### src/core/piel_pkg.sv
package piel_pkg;
    // ---------------------------------------------
    // Register indices on the management port
    // ---------------------------------------------
    localparam logic [4:0] PIEL_IDX_BASIC_STATUS = 5'h01;
    localparam logic [4:0] PIEL_IDX_AN_EXPANSION = 5'h06;
    localparam logic [4:0] PIEL_IDX_MODE_CTRL = 5'h11;
    localparam logic [4:0] PIEL_IDX_EVENT_FLAGS = 5'h1d;
    localparam logic [4:0] PIEL_IDX_EVENT_ENABLES = 5'h1e;

    // ---------------------------------------------
    // Bit positions in flag and enable registers
    // ---------------------------------------------
    localparam int PIEL_BIT_PAGE_RX = 1;
    localparam int PIEL_BIT_PD_FAULT = 2;
    localparam int PIEL_BIT_LP_ACK = 3;
    localparam int PIEL_BIT_LINK_DOWN = 4;
    localparam int PIEL_BIT_REMOTE_FAULT = 5;
    localparam int PIEL_BIT_AN_DONE = 6;
    localparam int PIEL_BIT_ENERGY = 7;
    localparam int PIEL_BIT_LINK_UP = 9;
    localparam logic [15:0] PIEL_USED_MASK = 16'h02fe;
    localparam logic [15:0] PIEL_RD1_CLR = 16'h0030;
    localparam logic [15:0] PIEL_RD6_CLR = 16'h0006;
    localparam logic [15:0] PIEL_FALL_SET = 16'h0010;

    // ---------------------------------------------
    // Mode control register fields
    // ---------------------------------------------
    localparam int PIEL_BIT_ALT_SELECT = 6;
    localparam int PIEL_BIT_LINE_ENERGY = 1;

    // ---------------------------------------------
    // Reset values
    // ---------------------------------------------
    localparam logic [15:0] PIEL_FLAGS_RST = 16'h0080;
    localparam logic [15:0] PIEL_ENABLES_RST = 16'h0000;
    localparam logic PIEL_ALT_RST = 1'b0;

    // ---------------------------------------------
    // Timing
    // ---------------------------------------------
    localparam int PIEL_CLK_MHZ = 200;
    localparam int PIEL_LATE_DELAY_MS = 1000;
    localparam int PIEL_LATE_PULSE_MS = 256;
    localparam int PIEL_LATE_DELAY_CYC = PIEL_LATE_DELAY_MS * 1000 * PIEL_CLK_MHZ;
    localparam int PIEL_LATE_PULSE_CYC = PIEL_LATE_PULSE_MS * 1000 * PIEL_CLK_MHZ;
    localparam int PIEL_CNT_W = 28;

    typedef enum logic [1:0] {
        PIEL_T_IDLE = 2'b00,
        PIEL_T_WAIT = 2'b01,
        PIEL_T_PULSE = 2'b11
    } piel_timer_e;
endpackage

### src/core/piel_event_logic.sv
`timescale 1ns/1ps
// Function
// RULE_01 - Reset leaves the block in primary mode with nothing for software to set up.
// RULE_02 - Each source has an enable bit in register 30 and a flag in register 29 at one position.
// RULE_03 - In primary mode an enabled source's assert event raises the request.
// RULE_04 - Assert events are rising edges of the sources, except a falling edge for link down.
// RULE_05 - Primary flags clear on the source falling or a read of 29; a read of 1 also clears remote fault.
// RULE_06 - Parallel fault and page flags also clear on a read of 6, a negotiation restart or link loss.
// RULE_07 - The link down flag clears only on reads of 1 or 29, never on the link returning.
// RULE_08 - The link up source is an internal link status not exposed in any register.
// RULE_09 - An energy flag cleared by read while energy stayed high gives a late 256 ms request.
// RULE_10 - Software should clear the energy enable in its service routine to avoid that late request.
// RULE_11 - The energy flag reads 1 after reset and clears soon when no energy is present.
// RULE_12 - Setting the alternate select bit in register 17 switches to alternate mode.
// RULE_13 - In alternate mode software removes the cause first and then writes one to the flag.
// RULE_14 - An alternate write of one clears the flag only if its clear condition holds.
// RULE_15 - The alternate clear condition is the source low, or the link bit high for link down.
// RULE_16 - All enabled flags are combined into one request toward the chip interrupt controller.
// RULE_17 - Both modes raise the request alike and differ only in how it drops; the code arms the late energy request in primary mode only.
module piel_event_logic
    import piel_pkg::*;
#(
    parameter int LATE_DELAY_CYC = PIEL_LATE_DELAY_CYC,
    parameter int LATE_PULSE_CYC = PIEL_LATE_PULSE_CYC
) (
    input wire logic CORE_CLK_I,
    input wire logic RST_I,
    // Register port from the serial management engine
    input wire logic [4:0] REG_ADDR_I,
    input wire logic REG_WR_I,
    input wire logic REG_RD_I,
    input wire logic [15:0] REG_WDATA_I,
    output logic [15:0] REG_RDATA_O,
    // Status sources
    input wire logic INTERNAL_LINK_UP_STATUS_I,
    input wire logic LINE_ENERGY_PRESENT_I,
    input wire logic AN_COMPLETE_I,
    input wire logic REMOTE_FAULT_I,
    input wire logic LINK_STATUS_I,
    input wire logic LP_ACK_I,
    input wire logic PD_FAULT_I,
    input wire logic PAGE_RX_I,
    input wire logic AN_RESTART_I,
    // Request and its mirror
    output logic IRQ_O,
    output logic TRANSCEIVER_EVENT_BIT_O
);
    // ---------------------------------------------
    // State
    // ---------------------------------------------
    logic [15:0] flags_q, flags_d;
    logic [15:0] enables_q, enables_d;
    logic [15:0] src_q;
    logic alt_q, alt_d;
    logic armed_q, armed_d;
    logic late_active;

    // ---------------------------------------------
    // Source vector and edges
    // ---------------------------------------------
    wire [15:0] src = {6'h00, INTERNAL_LINK_UP_STATUS_I, 1'b0, // RULE_08
                       LINE_ENERGY_PRESENT_I, AN_COMPLETE_I, REMOTE_FAULT_I,
                       LINK_STATUS_I, LP_ACK_I, PD_FAULT_I, PAGE_RX_I, 1'b0};
    wire [15:0] rise = src & ~src_q;
    wire [15:0] fall = ~src & src_q;
    wire [15:0] set_vec = ((rise & ~PIEL_FALL_SET) | (fall & PIEL_FALL_SET))
                          & PIEL_USED_MASK; // RULE_04 RULE_17

    // ---------------------------------------------
    // Access decode
    // ---------------------------------------------
    wire rd1 = REG_RD_I && (REG_ADDR_I == PIEL_IDX_BASIC_STATUS);
    wire rd6 = REG_RD_I && (REG_ADDR_I == PIEL_IDX_AN_EXPANSION);
    wire rd29 = REG_RD_I && (REG_ADDR_I == PIEL_IDX_EVENT_FLAGS);
    wire wr17 = REG_WR_I && (REG_ADDR_I == PIEL_IDX_MODE_CTRL);
    wire wr29 = REG_WR_I && (REG_ADDR_I == PIEL_IDX_EVENT_FLAGS);
    wire wr30 = REG_WR_I && (REG_ADDR_I == PIEL_IDX_EVENT_ENABLES);
    wire link_loss = fall[PIEL_BIT_LINK_DOWN];

    // ---------------------------------------------
    // Clear terms per mode
    // ---------------------------------------------
    wire [15:0] low_clr = ~src & ~PIEL_FALL_SET; // RULE_05
    wire [15:0] pri_clr = low_clr
        | (rd29 ? PIEL_USED_MASK : 16'h0000) // RULE_05
        | (rd1 ? PIEL_RD1_CLR : 16'h0000) // RULE_05 RULE_07
        | ((rd6 || AN_RESTART_I || link_loss) ? PIEL_RD6_CLR : 16'h0000); // RULE_06
    // Link down clears when the link is back up, the rest when low
    wire [15:0] alt_cond = (~src & ~PIEL_FALL_SET) | (src & PIEL_FALL_SET); // RULE_15
    wire [15:0] alt_clr = wr29 ? (REG_WDATA_I & alt_cond) : 16'h0000; // RULE_14
    wire [15:0] clr_vec = (alt_q ? alt_clr : pri_clr) & PIEL_USED_MASK;

    // Set wins over a clear in the same cycle
    assign flags_d = ((flags_q & ~clr_vec) | set_vec) & PIEL_USED_MASK;
    assign enables_d = wr30 ? (REG_WDATA_I & PIEL_USED_MASK) : enables_q; // RULE_02
    assign alt_d = wr17 ? REG_WDATA_I[PIEL_BIT_ALT_SELECT] : alt_q; // RULE_12

    // ---------------------------------------------
    // Late energy request
    // ---------------------------------------------
    // Armed when the flag is read away with energy still present
    wire energy_en = enables_q[PIEL_BIT_ENERGY];
    wire arm = !alt_q && energy_en && rd29 && flags_q[PIEL_BIT_ENERGY]
               && LINE_ENERGY_PRESENT_I; // RULE_09
    wire late_start = armed_q && energy_en && fall[PIEL_BIT_ENERGY];
    assign armed_d = energy_en && !alt_q && (arm || (armed_q && !late_start));

    piel_late_timer #(
        .DELAY_CYC(LATE_DELAY_CYC),
        .PULSE_CYC(LATE_PULSE_CYC)
    ) u_late (
        .clk_i(CORE_CLK_I),
        .rst_i(RST_I),
        .start_i(late_start), // RULE_09
        .cancel_i(!energy_en), // RULE_10
        .active_o(late_active)
    );

    // ---------------------------------------------
    // Request and read data
    // ---------------------------------------------
    wire req_d = (|(flags_d & enables_d)) || late_active; // RULE_16 RULE_03
    wire [15:0] mode_rd = {9'h000, alt_q, 4'h0, LINE_ENERGY_PRESENT_I, 1'b0};
    wire [15:0] rdata_d = (REG_ADDR_I == PIEL_IDX_EVENT_FLAGS) ? flags_q :
                          (REG_ADDR_I == PIEL_IDX_EVENT_ENABLES) ? enables_q :
                          (REG_ADDR_I == PIEL_IDX_MODE_CTRL) ? mode_rd : 16'h0000;

    always_ff @(posedge CORE_CLK_I) begin
        if (RST_I) begin
            flags_q <= PIEL_FLAGS_RST; // RULE_11
            enables_q <= PIEL_ENABLES_RST;
            alt_q <= PIEL_ALT_RST; // RULE_01
            src_q <= '0;
            armed_q <= 1'b0;
            IRQ_O <= 1'b0;
            TRANSCEIVER_EVENT_BIT_O <= 1'b0;
            REG_RDATA_O <= '0;
        end else begin
            flags_q <= flags_d;
            enables_q <= enables_d;
            alt_q <= alt_d;
            src_q <= src;
            armed_q <= armed_d;
            IRQ_O <= req_d;
            TRANSCEIVER_EVENT_BIT_O <= req_d; // RULE_16
            if (REG_RD_I) begin
                REG_RDATA_O <= rdata_d;
            end
        end
    end
endmodule // piel_event_logic

### src/core/piel_late_timer.sv
`timescale 1ns/1ps
module piel_late_timer
    import piel_pkg::*;
#(
    parameter int DELAY_CYC = PIEL_LATE_DELAY_CYC,
    parameter int PULSE_CYC = PIEL_LATE_PULSE_CYC
) (
    input wire logic clk_i,
    input wire logic rst_i,
    input wire logic start_i,
    input wire logic cancel_i,
    output logic active_o
);
    // ---------------------------------------------
    // Elaboration check
    // ---------------------------------------------
    if (DELAY_CYC < 1 || PULSE_CYC < 1 || DELAY_CYC >= (1 << PIEL_CNT_W)
        || PULSE_CYC >= (1 << PIEL_CNT_W)) begin : g_chk
        $error("piel_late_timer: counts out of range");
    end

    piel_timer_e state_q, state_d;
    logic [PIEL_CNT_W-1:0] cnt_q, cnt_d;
    wire cnt_done = (cnt_q == '0);

    always_comb begin
        state_d = state_q;
        cnt_d = cnt_done ? cnt_q : cnt_q - 1'b1;
        unique case (state_q)
            PIEL_T_IDLE: begin
                if (start_i) begin
                    state_d = PIEL_T_WAIT;
                    cnt_d = PIEL_CNT_W'(DELAY_CYC - 1);
                end
            end
            PIEL_T_WAIT: begin
                if (cnt_done) begin
                    state_d = PIEL_T_PULSE;
                    cnt_d = PIEL_CNT_W'(PULSE_CYC - 1);
                end
            end
            PIEL_T_PULSE: begin
                if (cnt_done) begin
                    state_d = PIEL_T_IDLE;
                end
            end
            default: begin
                state_d = PIEL_T_IDLE;
            end
        endcase
        // Clearing the enable drops a pending late request
        if (cancel_i) begin
            state_d = PIEL_T_IDLE;
        end
    end

    always_ff @(posedge clk_i) begin
        if (rst_i) begin
            state_q <= PIEL_T_IDLE;
            cnt_q <= '0;
            active_o <= 1'b0;
        end else begin
            state_q <= state_d;
            cnt_q <= cnt_d;
            active_o <= (state_d == PIEL_T_PULSE);
        end
    end
endmodule // piel_late_timer

### config.mk
export PLATFORM = sky130hd
export DESIGN_NAME = piel_event_logic
export DESIGN_NICKNAME = d
export VERILOG_FILES = /design/src/core/piel_pkg.sv /design/src/core/piel_event_logic.sv /design/src/core/piel_late_timer.sv
export SDC_FILE = /design/constraint.sdc
export NUM_CORES = 1
export LEC_CHECK = 0
export BUFFER_PORTS_ARGS = -buffer_cell sky130_fd_sc_hd__buf_2
export CAP_MARGIN = 10
export CORE_MARGIN = 1.5
export CORE_UTILIZATION = 28
export DETAILED_ROUTE_END_ITERATION = 10
export GPL_TIMING_DRIVEN = 0
export SETUP_SLACK_MARGIN = 0.3
export SYNTH_ARGS = -nofsm -noshare
export SYNTH_HDL_FRONTEND = slang
export SYNTH_SLANG_ARGS = --single-unit
### constraint.sdc
create_clock -name CORE_CLK_I -period 7.8 [get_ports CORE_CLK_I]
set_input_delay 0.39 -clock CORE_CLK_I [delete_from_list [all_inputs] [get_ports CORE_CLK_I]]
set_output_delay 0.39 -clock CORE_CLK_I [all_outputs]
set_load 0.02 [all_outputs]
### Yosys cells after proc, flatten, opt, wreduce, memory -nomap -nowiden

Cells that the tools add are included.
W data, S select, Z words.

| operators by class | value |
|---|---|
| multiplexer cells | 18 |
| $mul | 0 |
| bitwise gates (word level) | 14 |
| equality and inequality tests | 8 |
| divide/modulo/power cells | 0 |
| $add $sub $neg | 1 |
| reduce and logical (&&, ||, !) cells | 23 |
| order comparisons | 0 |
| shift operators | 0 |

Operator list:

| cell | count |
|---|---|
| $mux W28 | 3 |
| $pmux W28 S2 | 1 |
| $mux W16 | 3 |
| $and A10 B10 Y10 | 3 |
| $mux W10 | 3 |
| $not A10 Y10 | 3 |
| $logic_not A28 Y1 | 1 |
| $sub A28 B1 Y28 const B | 1 |
| $or A10 B10 Y10 | 2 |
| $or A10 B5 Y10 | 2 |
| $and A10 B16 Y16 | 1 |
| $reduce_or A16 Y1 | 1 |
| $eq A5 B5 Y1 const B | 3 |
| $logic_and A1 B1 Y1 | 14 |
| $or A10 B3 Y10 | 1 |
| $or A10 B6 Y10 | 1 |
| $and A8 B8 Y8 | 1 |
| $mux W2 | 4 |
| $mux W7 | 1 |
| $mux W6 | 1 |
| $pmux W2 S3 | 1 |
| $eq A5 B1 Y1 const B | 1 |
| $eq A5 B3 Y1 const B | 1 |
| $eq A2 B2 Y1 const B | 2 |
| 5 further kinds | 9 |

| storage, ports and cells | value |
|---|---|
| memory bits (read-only) | 0 |
| memories | 0 |
| latch bits | 0 |
| flip-flop bits (word level) | 82 |
| bits in writable memories | 0 |

### Longest topological paths before layout

Gate-level depths: netlist (run 1).

| depth | value |
|---|---|
| depth after elaboration | 13 |
| depth in mapped cells | 10 |

### Modules after synthesis

Synthesis (run 1) repeated with hierarchy kept, for this count alone.

| unflattened totals | value |
|---|---|
| cell total of the unflattened synthesis | 376 |
| area, all modules | 3,318.2 µm² |

By module, submodules not included:

| module | cells each | times used | sequential area each (µm²) | area an instance (µm²) |
|---|---|---|---|---|
| piel_late_timer | 189 | 1 | 620.6 | 1,721.7 |
| piel_event_logic | 187 | 1 | 700.7 | 1,596.5 |

### Worst setup path before layout (run 1)

Ideal clock, no wire load.

| path | value |
|---|---|
| path type | reg-to-reg |
| start | register u_late.cnt_q[7] |
| end | register u_late.cnt_q[0] |
| stages on the path, launching flop included | 10 |
| arrival | 2.652 ns |
| library setup time | 0.133 ns |
| period minus slack after synthesis | 2.785 ns |
| buffers on the path | 1 |
| setup slack | 5.015 ns |
| cells stage by stage | dfxtp_1 > or4_1 > buf_4 > or3_4 > or4_4 > nor2_1 > inv_1 > ha_1 > nor3_1 > a211oi_1 |

| between the ends | value |
|---|---|
| cells in the longest elaborated chain, start to end | 4 |

RTL lines:

| item | RTL line | RTL |
|---|---|---|
| start, declared | piel_late_timer.sv:23 | `logic [PIEL_CNT_W-1:0] cnt_q, cnt_d;` |
| start signal, assigned | piel_late_timer.sv:64 | `cnt_q <= cnt_d;` |
| $logic_not A28 Y1 * | piel_late_timer.sv:24 | `wire cnt_done = (cnt_q == '0);` |
| $mux W28 | piel_late_timer.sv:28 | `cnt_d = cnt_done ? cnt_q : cnt_q - 1'b1;` |
| $mux W28 (on tied branches) | piel_late_timer.sv:37, piel_late_timer.sv:31 |  |
| $pmux W28 S2 * | piel_late_timer.sv:29 | `unique case (state_q)` |

Mark *: on every way between the ends. The rest lies on a longest branch, timed or not.
A chain may end at the register's enable or synchronous reset.

### Final worst setup path (run 1)

| path | value |
|---|---|
| start | register u_late.cnt_q[6] |
| end | register u_late.cnt_q[0] |

Same word-level chain as after synthesis.

==> results.py, run 1 <==
metrics = {
    "timing": {
        "slew_violations": 0,
        "min_period_over_period_pct": 39.2,
        "timing.setup.tns_ns": 0,
        "grt_setup_unrepaired": "no",
        "relSlewSlack_pct": 43.7,
        "fin_ws_ns": 4.75,
        "skew_ns": 0.00431,
        "layout_min_cycle_time_ns": 3.05,
        "hold_viol": 0,
        "clock.fmax_mhz": 327,
        "max_slew.worst_pin.slew_ns": 0.838,
        "finalSetupViolCount": 0,
    },
    "placed_design": {
        "dp_hpwl_mm": 5.86,
        "place_ws_ns": 4.76,
        "io_buffer_count": 35,
        "gp_congestion": 0.919,
    },
    "detailed_routing": {
        "wl_mm": 8.24,
        "ant_nets": 0,
        "drt_iter0_drc": 151,
        "vias": 2844,
        "viasPerCell": 5.16,
        "drc_errors": 0,
        "post_drt_wl_per_cell_um": 15.0,
        "dr.pass1.iters": 4,
    },
    "logic_synthesis": {
        "seq_area_frac_synth_pct": 42.1,
        "ys_warn_count": 0,
        "synth-edff-count": 0,
        "syn_inst": 353,
        "synth_seq_cells": 66,
        "syn-cell-area_mm2": 0.00314,
        "async_flop_share_pct": 0,
        "synthFlopType": "dfxtp_1",
        "syn_avg_cell_area_um2": 8.89,
        "ys_types": 57,
    },
    "worst_setup_path": {
        "rr_worst_depth": 9,
        "crit_type": "flip-flop to flip-flop",
        "reg2reg_slack_ns": 4.75,
        "rr_startpoint": "u_late.cnt_q[6]$_SDFF_PP0_",
        "cp.required_ns": 8.06,
        "cp_max_fo": 8,
        "end_kind": "flip-flop",
        "crit_arrival_ns": 3.32,
        "cp-start-kind": "flip-flop",
        "worstReg2RegEnd": "u_late.cnt_q[0]$_SDFF_PP0_",
    },
    "finish": {
        "antenna_cells": 0,
        "syn_to_final_growth_pct": 17.8,
        "drive_gt1_share_pct": 17.8,
        "post-route-util_pct": 34.0,
        "final_common_cell": "dfxtp_1",
        "layout_common_cells": "dfxtp_1 (66), buf_2 (36), nor2_1 (30)",
        "layout.nets": 443,
    },
    "power_and_ir_drop": {
        "vdd_drop_max_v": 0.000205,
        "total_power_mw": 1.36,
        "leakage_nw": 1.37,
        "p_per_area_mw_per_mm2": 368,
    },
    "floorplan": {
        "initial_utilization_pct": 28.8,
        "ios": 52,
        "fp.coreArea_mm2": 0.0109,
        "num_rows": 38,
        "die_w_um": 109,
        "dieArea_mm2": 0.0119,
        "die_h_um": 109,
    },
    "cts": {
        "path_clk_slew_ns": 0.07,
        "post_cts_resized": 0,
        "cts_hold_buf": 0,
        "cts_buffer_depth": 2,
        "cts_tree": "yes",
        "clk_latency_ns": 0.35,
        "post_cts_buffers": 0,
        "cts_num_sinks": 66,
        "numCtsBuffers": 9,
        "htreeDepth": 3,
        "cts_root_buf": "clkbuf_8",
    },
    "run": {
        "timing.max_cap.violations": 0,
    },
    "hold_path": {
        "worstHoldEndpoint": "src_q[9]$_SDFF_PP0_",
        "min_path_type": "input pin to flip-flop",
        "worstHoldStart": "INTERNAL_LINK_UP_STATUS_I",
        "hold_depth": 2,
    },
    "global_route": {
        "grt_max_degree": 11,
        "grt_overflow": 0,
        "grt_pass1_vias": 2709,
        "grtUsageTotal_pct": 14.8,
        "antenna_found_initial": 0,
        "grt_pass1_wl_mm": 13.4,
    },
    "status": {
        "run_status": "complete, no violations",
    },
}
-- cells in the mapped netlist (all sizes together), types with 2 or more instances --
| master | instances | area [µm²] |
|---|---|---|
| o221ai | 2 | 17.5 |
| nor3 | 18 | 95.1 |
| o21ai | 12 | 60.1 |
| o41ai | 3 | 26.3 |
| nand4b | 2 | 17.5 |
| nand2 | 16 | 60.1 |
| and3 | 5 | 31.3 |
| or2 | 2 | 12.5 |
| ha | 3 | 37.5 |
| a22o | 2 | 17.5 |
| a211oi | 4 | 30.0 |
| o31ai | 4 | 30.0 |
| a41oi | 2 | 17.5 |
| a222oi | 6 | 60.1 |
| nor2b | 15 | 93.8 |
| nor4 | 10 | 75.1 |
| dfxtp | 66 | 1320 |
| nand2b | 9 | 56.3 |
| nand3b | 7 | 52.6 |
| a22oi | 2 | 15.0 |
| nor4b | 3 | 32.5 |
| a31oi | 11 | 68.8 |
| a311oi | 4 | 35.0 |
| buf | 13 | 95.1 |
| clkbuf | 11 | 41.3 |
| nand3 | 8 | 40.0 |
| mux2i | 7 | 70.1 |
| a221oi | 2 | 17.5 |
| or3 | 5 | 41.3 |
| nor2 | 30 | 113 |
| xnor2 | 9 | 78.8 |
| inv | 11 | 41.3 |
| or4 | 5 | 41.3 |
| a21oi | 23 | 115 |
| xor2 | 7 | 61.3 |
-- worst max path at each step --
stage,startpoint,end,cells after the start
floorplan,u_late.cnt_q[7]$_SDFF_PP0_,u_late.cnt_q[0]$_SDFF_PP0_,9
global placement,u_late.cnt_q[7]$_SDFF_PP0_,u_late.cnt_q[0]$_SDFF_PP0_,9
detailed placement,u_late.cnt_q[6]$_SDFF_PP0_,u_late.cnt_q[0]$_SDFF_PP0_,9
CTS,u_late.cnt_q[6]$_SDFF_PP0_,u_late.cnt_q[0]$_SDFF_PP0_,9
global route,u_late.cnt_q[6]$_SDFF_PP0_,u_late.cnt_q[0]$_SDFF_PP0_,9
finish,u_late.cnt_q[6]$_SDFF_PP0_,u_late.cnt_q[0]$_SDFF_PP0_,9
-- power by group --
part	total, mW	switching [mW]	internal [mW]
Clock	0.270	0.129	0.141
Combinational	0.615	0.377	0.238
Sequential	0.477	0.0686	0.409
-- cells by family after synthesis --
logic type | after synthesis | synth area share (%)
muxes | 8 | 2.59
other | 1 | 0.120
xor gates and xnor gates | 16 | 4.47
DFF | 66 | 42.1
AOI/OAI and AO/OA | 84 | 18.3
and+or+nand+nor | 140 | 25.6
buffers and inverters | 35 | 5.66
adders and majority gates | 3 | 1.20
-- layer usage --
| layer | GRT usage, % | share of wire [%] | up-vias |
|---|---|---|---|
| met1 | 18.8 | 47 | 1347 |
| met4 | 5.55 | 1.3 | 0 |
| met5 | 0 | 0 | - |
| met2 | 23.5 | 46 | 82 |
| li1 | - | - | 1404 |
| met3 | 4.78 | 5.9 | 11 |
-- stage by stage --
| step | cell area (µm²) | std cells | hold slack, ns |
|---|---|---|---|
| after floorplan | 3160 | 360 | 0.467 |
| after global placement | 3510 | 535 | 0.477 |
| after detailed placement | 3510 | 535 | 0.489 |
| after CTS | 3700 | 551 | 0.269 |
| after global routing | 3700 | 551 | 0.287 |
| final | 3700 | 551 | 0.283 |
-- worst max-delay path, stage by stage (launching register included) --
cell,delay [ns]
dfxtp_1,0.32
or4_1,0.49
buf_4,0.17
or3_4,0.36
or4_4,0.53
nor2_1,0.29
inv_1,0.17
ha_1,0.33
a21oi_1,0.07
a211oi_1,0.24
-- layout make-up --
cell class                 count  area [µm²]
clock buffer                  14         173
fill                        1141        7190
tap                          140         175
multi-input combinational    259        1670
buffer                        24         136
inverter                      11        41.3
timing repair buffer          35         175
sequential                    66        1320
clock inverter                 2        10.0
-- registers in the layout (all words and copies together), names as in the netlist --
name	cells
REG_RDATA_O	8
TRANSCEIVER_EVENT_BIT_O	1
alt_q	1
armed_q	1
enables_q	8
flags_q	8
src_q	8
u_late.active_o	1
u_late.cnt_q	28
u_late.state_q	2
(Power assumes the default switching activity.)
==> run 2, diff against run 1 <==
==> constraint.sdc (replaced) <==
create_clock -name CORE_CLK_I -period 3.15 [get_ports CORE_CLK_I]
set_input_delay 0.1575 -clock CORE_CLK_I [delete_from_list [all_inputs] [get_ports CORE_CLK_I]]
set_output_delay 0.1575 -clock CORE_CLK_I [all_outputs]
set_load 0.02 [all_outputs]
==> results.py, run 2 (synthesized netlist as in run 1, its figures left out) <==
metrics = {
    "cts": {
        "cts_root_buf": "clkbuf_8",
        "cts_tree": "yes",
        "cts_hold_buf": 0,
        "cts_buffer_depth": 2,
        "numCtsBuffers": 9,
        "htreeDepth": 3,
        "cts_num_sinks": 66,
        "clk_latency_ns": 0.35,
        "path_clk_slew_ns": 0.07,
    },
    "timing": {
        "min_period_over_period_pct": 89.4,
        "finalSetupViolCount": 0,
        "grt_setup_unrepaired": "yes",
        "relSlewSlack_pct": 47.8,
        "hold_viol": 0,
        "slew_violations": 0,
        "layout_min_cycle_time_ns": 2.82,
        "skew_ns": 0.00563,
        "clock.fmax_mhz": 355,
        "max_slew.worst_pin.slew_ns": 0.781,
        "timing.setup.tns_ns": 0,
    },
    "run": {
        "timing.max_cap.violations": 0,
    },
    "finish": {
        "largest_reg_flops": 28,
        "final_common_cell": "dfxtp_1",
        "seqCellArea_mm2": 0.00132,
        "drive_gt1_share_pct": 24.4,
        "fillCellCount": 1119,
        "antenna_cells": 0,
        "final_cells": 562,
        "syn_to_final_growth_pct": 25.2,
        "layout_common_cells": "dfxtp_1 (66), buf_2 (36), nor2_1 (29)",
        "multi_input_area_mm2": 0.00180,
        "largest-register": "u_late.cnt_q",
        "layout.nets": 454,
    },
    "floorplan": {
        "fp.coreArea_mm2": 0.0109,
        "dieArea_mm2": 0.0119,
        "initial_utilization_pct": 28.8,
        "die_w_um": 109,
        "num_rows": 38,
        "die_h_um": 109,
        "ios": 52,
    },
    "detailed_routing": {
        "wl_mm": 8.56,
        "drt_iter0_drc": 149,
        "viasPerCell": 5.13,
        "dr.pass1.iters": 4,
        "vias": 2885,
        "ant_nets": 0,
        "post_drt_wl_per_cell_um": 15.2,
        "drc_errors": 0,
    },
    "placed_design": {
        "post-place-cells": 535,
        "gp_congestion": 0.919,
        "dp_hpwl_mm": 5.86,
        "io_buffer_count": 35,
    },
    "power_and_ir_drop": {
        "leakage_nw": 1.45,
        "p_per_area_mw_per_mm2": 1010,
        "vdd_drop_max_v": 0.000617,
    },
    "worst_setup_path": {
        "max_stage_delay_ns": 0.58,
        "crit_chain": "or4_4 > buf_6 > or3_4 > or4_4 > or3_4 > and2_4 > buf_8 > a31oi_1",
        "slowest_stage": "or4_4",
        "cp.required_ns": 3.42,
        "crit_type": "flip-flop to flip-flop",
        "cp_max_fo": 10,
        "cp-start-kind": "flip-flop",
        "end_kind": "flip-flop",
        "crit_arrival_ns": 3.09,
    },
    "global_route": {
        "grt_overflow": 0,
        "grt_pass1_wl_mm": 13.5,
        "grtUsageTotal_pct": 14.9,
        "antenna_found_initial": 0,
        "grt_max_degree": 11,
        "grt_pass1_vias": 2718,
    },
    "status": {
        "run_status": "complete, no violations",
    },
    "hold_path": {
        "min_path_type": "input pin to flip-flop",
    },
}
==> run 2: cell count changes in the layout (fill, tap and decap cells not counted), sizes merged <==
cell,change
buf,+12
clkbuf,-1
==> run 2: final timing paths <==
check	startpoint	end	slack [ns]	depth (start not counted)
max	u_late.cnt_q[7]$_SDFF_PP0_	u_late.cnt_q[7]$_SDFF_PP0_	0.33	8
min	INTERNAL_LINK_UP_STATUS_I	src_q[9]$_SDFF_PP0_	0.05	2
max reg2reg	u_late.cnt_q[7]$_SDFF_PP0_	u_late.cnt_q[7]$_SDFF_PP0_	0.33	8
min reg2reg	REG_RDATA_O[1]$_SDFFE_PP0P_	REG_RDATA_O[1]$_SDFFE_PP0P_	0.49	2
==> run 2: report_power, final <==
group          switching [mW]  internal (mW)
registers               0.188           1.01
logic                    1.20          0.886
clock network           0.325          0.349
==> run 2: critical path, delay by kind of cell (launching register included) <==
kind	cells	cell delay, ns
compound gates	1	0.12
buf+inv	2	0.28
flops	1	0.32
simple gates	5	2.03
==> run 2: layout make-up <==
type	instances	share of cell area, %
inverters	11	1.05
plain buffers	24	3.76
well taps	140	4.46
clock inverters	2	0.255
flip-flops and latches	66	33.6
clock buffers	14	4.39
repair buffers	46	6.56
multi-input cells	259	45.9
==> run 2: timing repair <==
item                       4_1_cts  5_1_grt
hold endpoints to repair         0        0
setup endpoints to repair        6       26
pin swaps                        1        6
setup buffers                    0       11
resized for setup                5       29
==> run 2: layer usage <==
metal	up-vias	GRT usage (%)	share of wire, %
li1	1425	-	-
met1	1366	18.8	45
met2	81	23.7	47
met3	13	4.78	6.1
met4	0	5.55	1.3
met5	-	0	0
==> run 2: through the flow <==
stage / hold WS, ns / setup WS, ns / power (mW) / area (µm²) / utilization, %
4_1_cts: 0.0360 / 0.258 / 3.44 / 3720 / 34.2
3_3_place_gp: 0.401 / 0.119 / 2.66 / 3510 / 32.3
3_5_place_dp: 0.403 / 0.110 / 2.69 / 3510 / 32.3
6_report: 0.0465 / 0.334 / 3.96 / 3930 / 36.1
2_1_floorplan: 0.286 / 0.365 / 2.35 / 3160 / -
5_1_grt: 0.0543 / 0.260 / 4.22 / 3930 / 36.1
==> run 3, diff against run 2 <==
--- a/config.mk
+++ b/config.mk
@@ -5,6 +5,7 @@
 export SDC_FILE = /design/constraint.sdc
 export NUM_CORES = 1
 export LEC_CHECK = 0
+export ABC_AREA = 1
 export BUFFER_PORTS_ARGS = -buffer_cell sky130_fd_sc_hd__buf_2
 export CAP_MARGIN = 10
 export CORE_MARGIN = 1.5
==> results.py, run 3 <==
metrics = {
    "logic_synthesis": {
        "async_flop_share_pct": 0,
        "synth_area_leaders": "dfxtp_1 (38%), nand2_1 (12%), nor2_1 (9.7%), inv_1 (6.5%), nand3_1 (5.0%)",
        "yosys.cell_count.top_type": "nand2_1",
        "yosysTopAreaCellShare_pct": 37.5,
        "seq_area_frac_synth_pct": 37.5,
        "synth_seq_cells": 66,
        "ys_warn_count": 0,
        "synthFlopType": "dfxtp_1",
        "syn_avg_cell_area_um2": 6.74,
        "ys_types": 42,
        "synth_area_leader_cell": "dfxtp_1",
        "synthTopCellsByCount": "nand2_1 (117), nor2_1 (91), dfxtp_1 (66)",
        "syn-cell-area_mm2": 0.00352,
        "synth-edff-count": 0,
        "syn_inst": 522,
    },
    "global_route": {
        "antenna_found_initial": 0,
        "grt_max_degree": 12,
        "grtUsageTotal_pct": 15.4,
        "grt_overflow": 0,
        "grt_pass1_wl_mm": 16.1,
        "grt_pass1_vias": 3362,
    },
    "worst_setup_path": {
        "max_stage_delay_ns": 0.33,
        "worstReg2RegEnd": "u_late.cnt_q[24]$_SDFF_PP0_",
        "cp-start-kind": "flip-flop",
        "crit_chain": "inv_1 > ha_1 > inv_1 > nor4_1 > nand4_2 > buf_6 > nand2_2 > nor2_1 > nand2_1 > nor2_1 > nor2_1 > nor2_1",
        "crit_arrival_ns": 2.08,
        "cp.required_ns": 3.34,
        "rr_startpoint": "u_late.cnt_q[0]$_SDFF_PP0_",
        "critPathBufInv": 3,
        "end_kind": "flip-flop",
        "cp-endpoint": "u_late.cnt_q[24]$_SDFF_PP0_",
        "rr_worst_depth": 12,
        "slowest_stage": "dfxtp_1",
        "path_delay_family": "simple AND/OR/NAND/NOR gates",
        "crit_type": "flip-flop to flip-flop",
        "reg2reg_slack_ns": 1.27,
        "cp_common_cell": "nor2_1",
        "cp_max_fo": 10,
        "startpoint": "u_late.cnt_q[0]$_SDFF_PP0_",
        "cp_num_cells": 12,
    },
    "cts": {
        "numCtsBuffers": 9,
        "clk_latency_ns": 0.33,
        "cts_hold_buf": 0,
        "cts_root_buf": "clkbuf_16",
        "cts_tree": "yes",
        "post_cts_buffers": 0,
        "htreeDepth": 3,
        "post_cts_resized": 0,
        "path_clk_slew_ns": 0.05,
        "cts_num_sinks": 66,
        "cts_buffer_depth": 2,
    },
    "power_and_ir_drop": {
        "total_power_mw": 3.87,
        "leakage_nw": 2.01,
        "p_per_area_mw_per_mm2": 918,
        "vdd_drop_max_v": 0.000350,
    },
    "timing": {
        "min_period_over_period_pct": 59.8,
        "slew_violations": 0,
        "hold_viol": 0,
        "timing.setup.tns_ns": 0,
        "grt_setup_unrepaired": "no",
        "finalSetupViolCount": 0,
        "skew_ns": 0.00713,
        "layout_min_cycle_time_ns": 1.88,
        "relSlewSlack_pct": 56.6,
        "max_slew.worst_pin.slew_ns": 0.647,
        "clock.fmax_mhz": 531,
    },
    "finish": {
        "finalInstanceArea_mm2": 0.00422,
        "largest-register": "u_late.cnt_q",
        "antenna_cells": 0,
        "final_cells": 747,
        "layout_common_cells": "nand2_1 (117), nor2_1 (91), dfxtp_1 (66)",
        "layout.nets": 611,
        "drive_gt1_share_pct": 15.5,
        "post-route-util_pct": 34.7,
        "final_common_cell": "nand2_1",
        "syn_to_final_growth_pct": 19.7,
        "largest_reg_flops": 28,
    },
    "detailed_routing": {
        "drt_iter0_drc": 168,
        "post_drt_wl_per_cell_um": 12.9,
        "vias": 3448,
        "drc_errors": 0,
        "ant_nets": 0,
        "dr.pass1.iters": 4,
        "wl_mm": 9.66,
        "viasPerCell": 4.62,
    },
    "placed_design": {
        "dp_hpwl_mm": 7.44,
        "dpl-instance-area_mm2": 0.00393,
        "gp_congestion": 0.865,
        "io_buffer_count": 34,
        "post-place-cells": 731,
    },
    "hold_path": {
        "hold_depth": 3,
        "min_path_type": "input pin to flip-flop",
    },
    "floorplan": {
        "num_rows": 40,
        "die_h_um": 115,
        "ios": 52,
        "die_w_um": 115,
        "fp.coreArea_mm2": 0.0122,
        "initial_utilization_pct": 29.0,
        "dieArea_mm2": 0.0133,
    },
    "run": {
        "timing.max_cap.violations": 0,
    },
    "status": {
        "run_status": "complete, no violations",
    },
}
==> run 3: changes by cell type after synthesis, moves of 9 or more <==
cell,previous run,this run
nand2_1,16,117
nor2_1,30,91
inv_1,11,61
nand3_1,8,35
nor2b_1,15,0
nand2b_1,9,0
nand4_1,1,10
nor3_1,17,8
==> run 3: tightest hold or removal path, delay by kind of cell <==
family	cells	cell delay [ns]
buffers and inverters	2	0.11
and+or+nand+nor	1	0.07
==> run 3: report_power, final <==
part           switching, mW  internal [mW]  leakage (nW)
combinational           1.14          0.639          1.33
sequential             0.137          0.987         0.539
clock                  0.355          0.610         0.136
==> run 3: metal layers <==
| layer | track usage (%) | share of wire, % |
|---|---|---|
| met4 | 5.27 | 1.2 |
| met5 | 0 | 0 |
| met2 | 26.5 | 48 |
| met3 | 3.16 | 4.7 |
| met1 | 19.3 | 46 |
==> run 3: cells by family after synthesis <==
group                      share of synthesized area, %
and+or+nand+nor                                    35.2
buffers and inverters                              11.0
AOI/OAI and AO/OA                                  11.1
DFF                                                37.5
xor gates and xnor gates                           3.73
adders and majority gates                          1.07
other                                             0.107
muxes                                             0.284
==> run 3: worst min path at each step <==
stage                                          from             endpoint  slack (ns)
final                                 AN_COMPLETE_I  src_q[6]$_SDFF_PP0_        0.05
after global routing                      PAGE_RX_I  src_q[1]$_SDFF_PP0_        0.07
after CTS                             AN_COMPLETE_I  src_q[6]$_SDFF_PP0_        0.05
after detailed placement              AN_COMPLETE_I  src_q[6]$_SDFF_PP0_        0.38
after global placement                AN_COMPLETE_I  src_q[6]$_SDFF_PP0_        0.38
after floorplan           INTERNAL_LINK_UP_STATUS_I  src_q[9]$_SDFF_PP0_        0.26
==> run 3: through the flow <==
step	setup WS, ns	hold WS [ns]
5_1_grt	1.06	0.0742
6_report	1.27	0.0510
4_1_cts	1.27	0.0481
3_5_place_dp	1.26	0.384
3_3_place_gp	1.26	0.375
2_1_floorplan	1.53	0.264
==> run 3: cell type report <==
class	count	area [µm²]
Fill cell	1317	7950
Multi-Input combinational cell	376	1840
Sequential cell	66	1320
Inverter	65	244
Clock buffer	11	233
Tap cell	168	210
Timing Repair Buffer	34	170
Buffer	22	144
Clock inverter	5	55.1
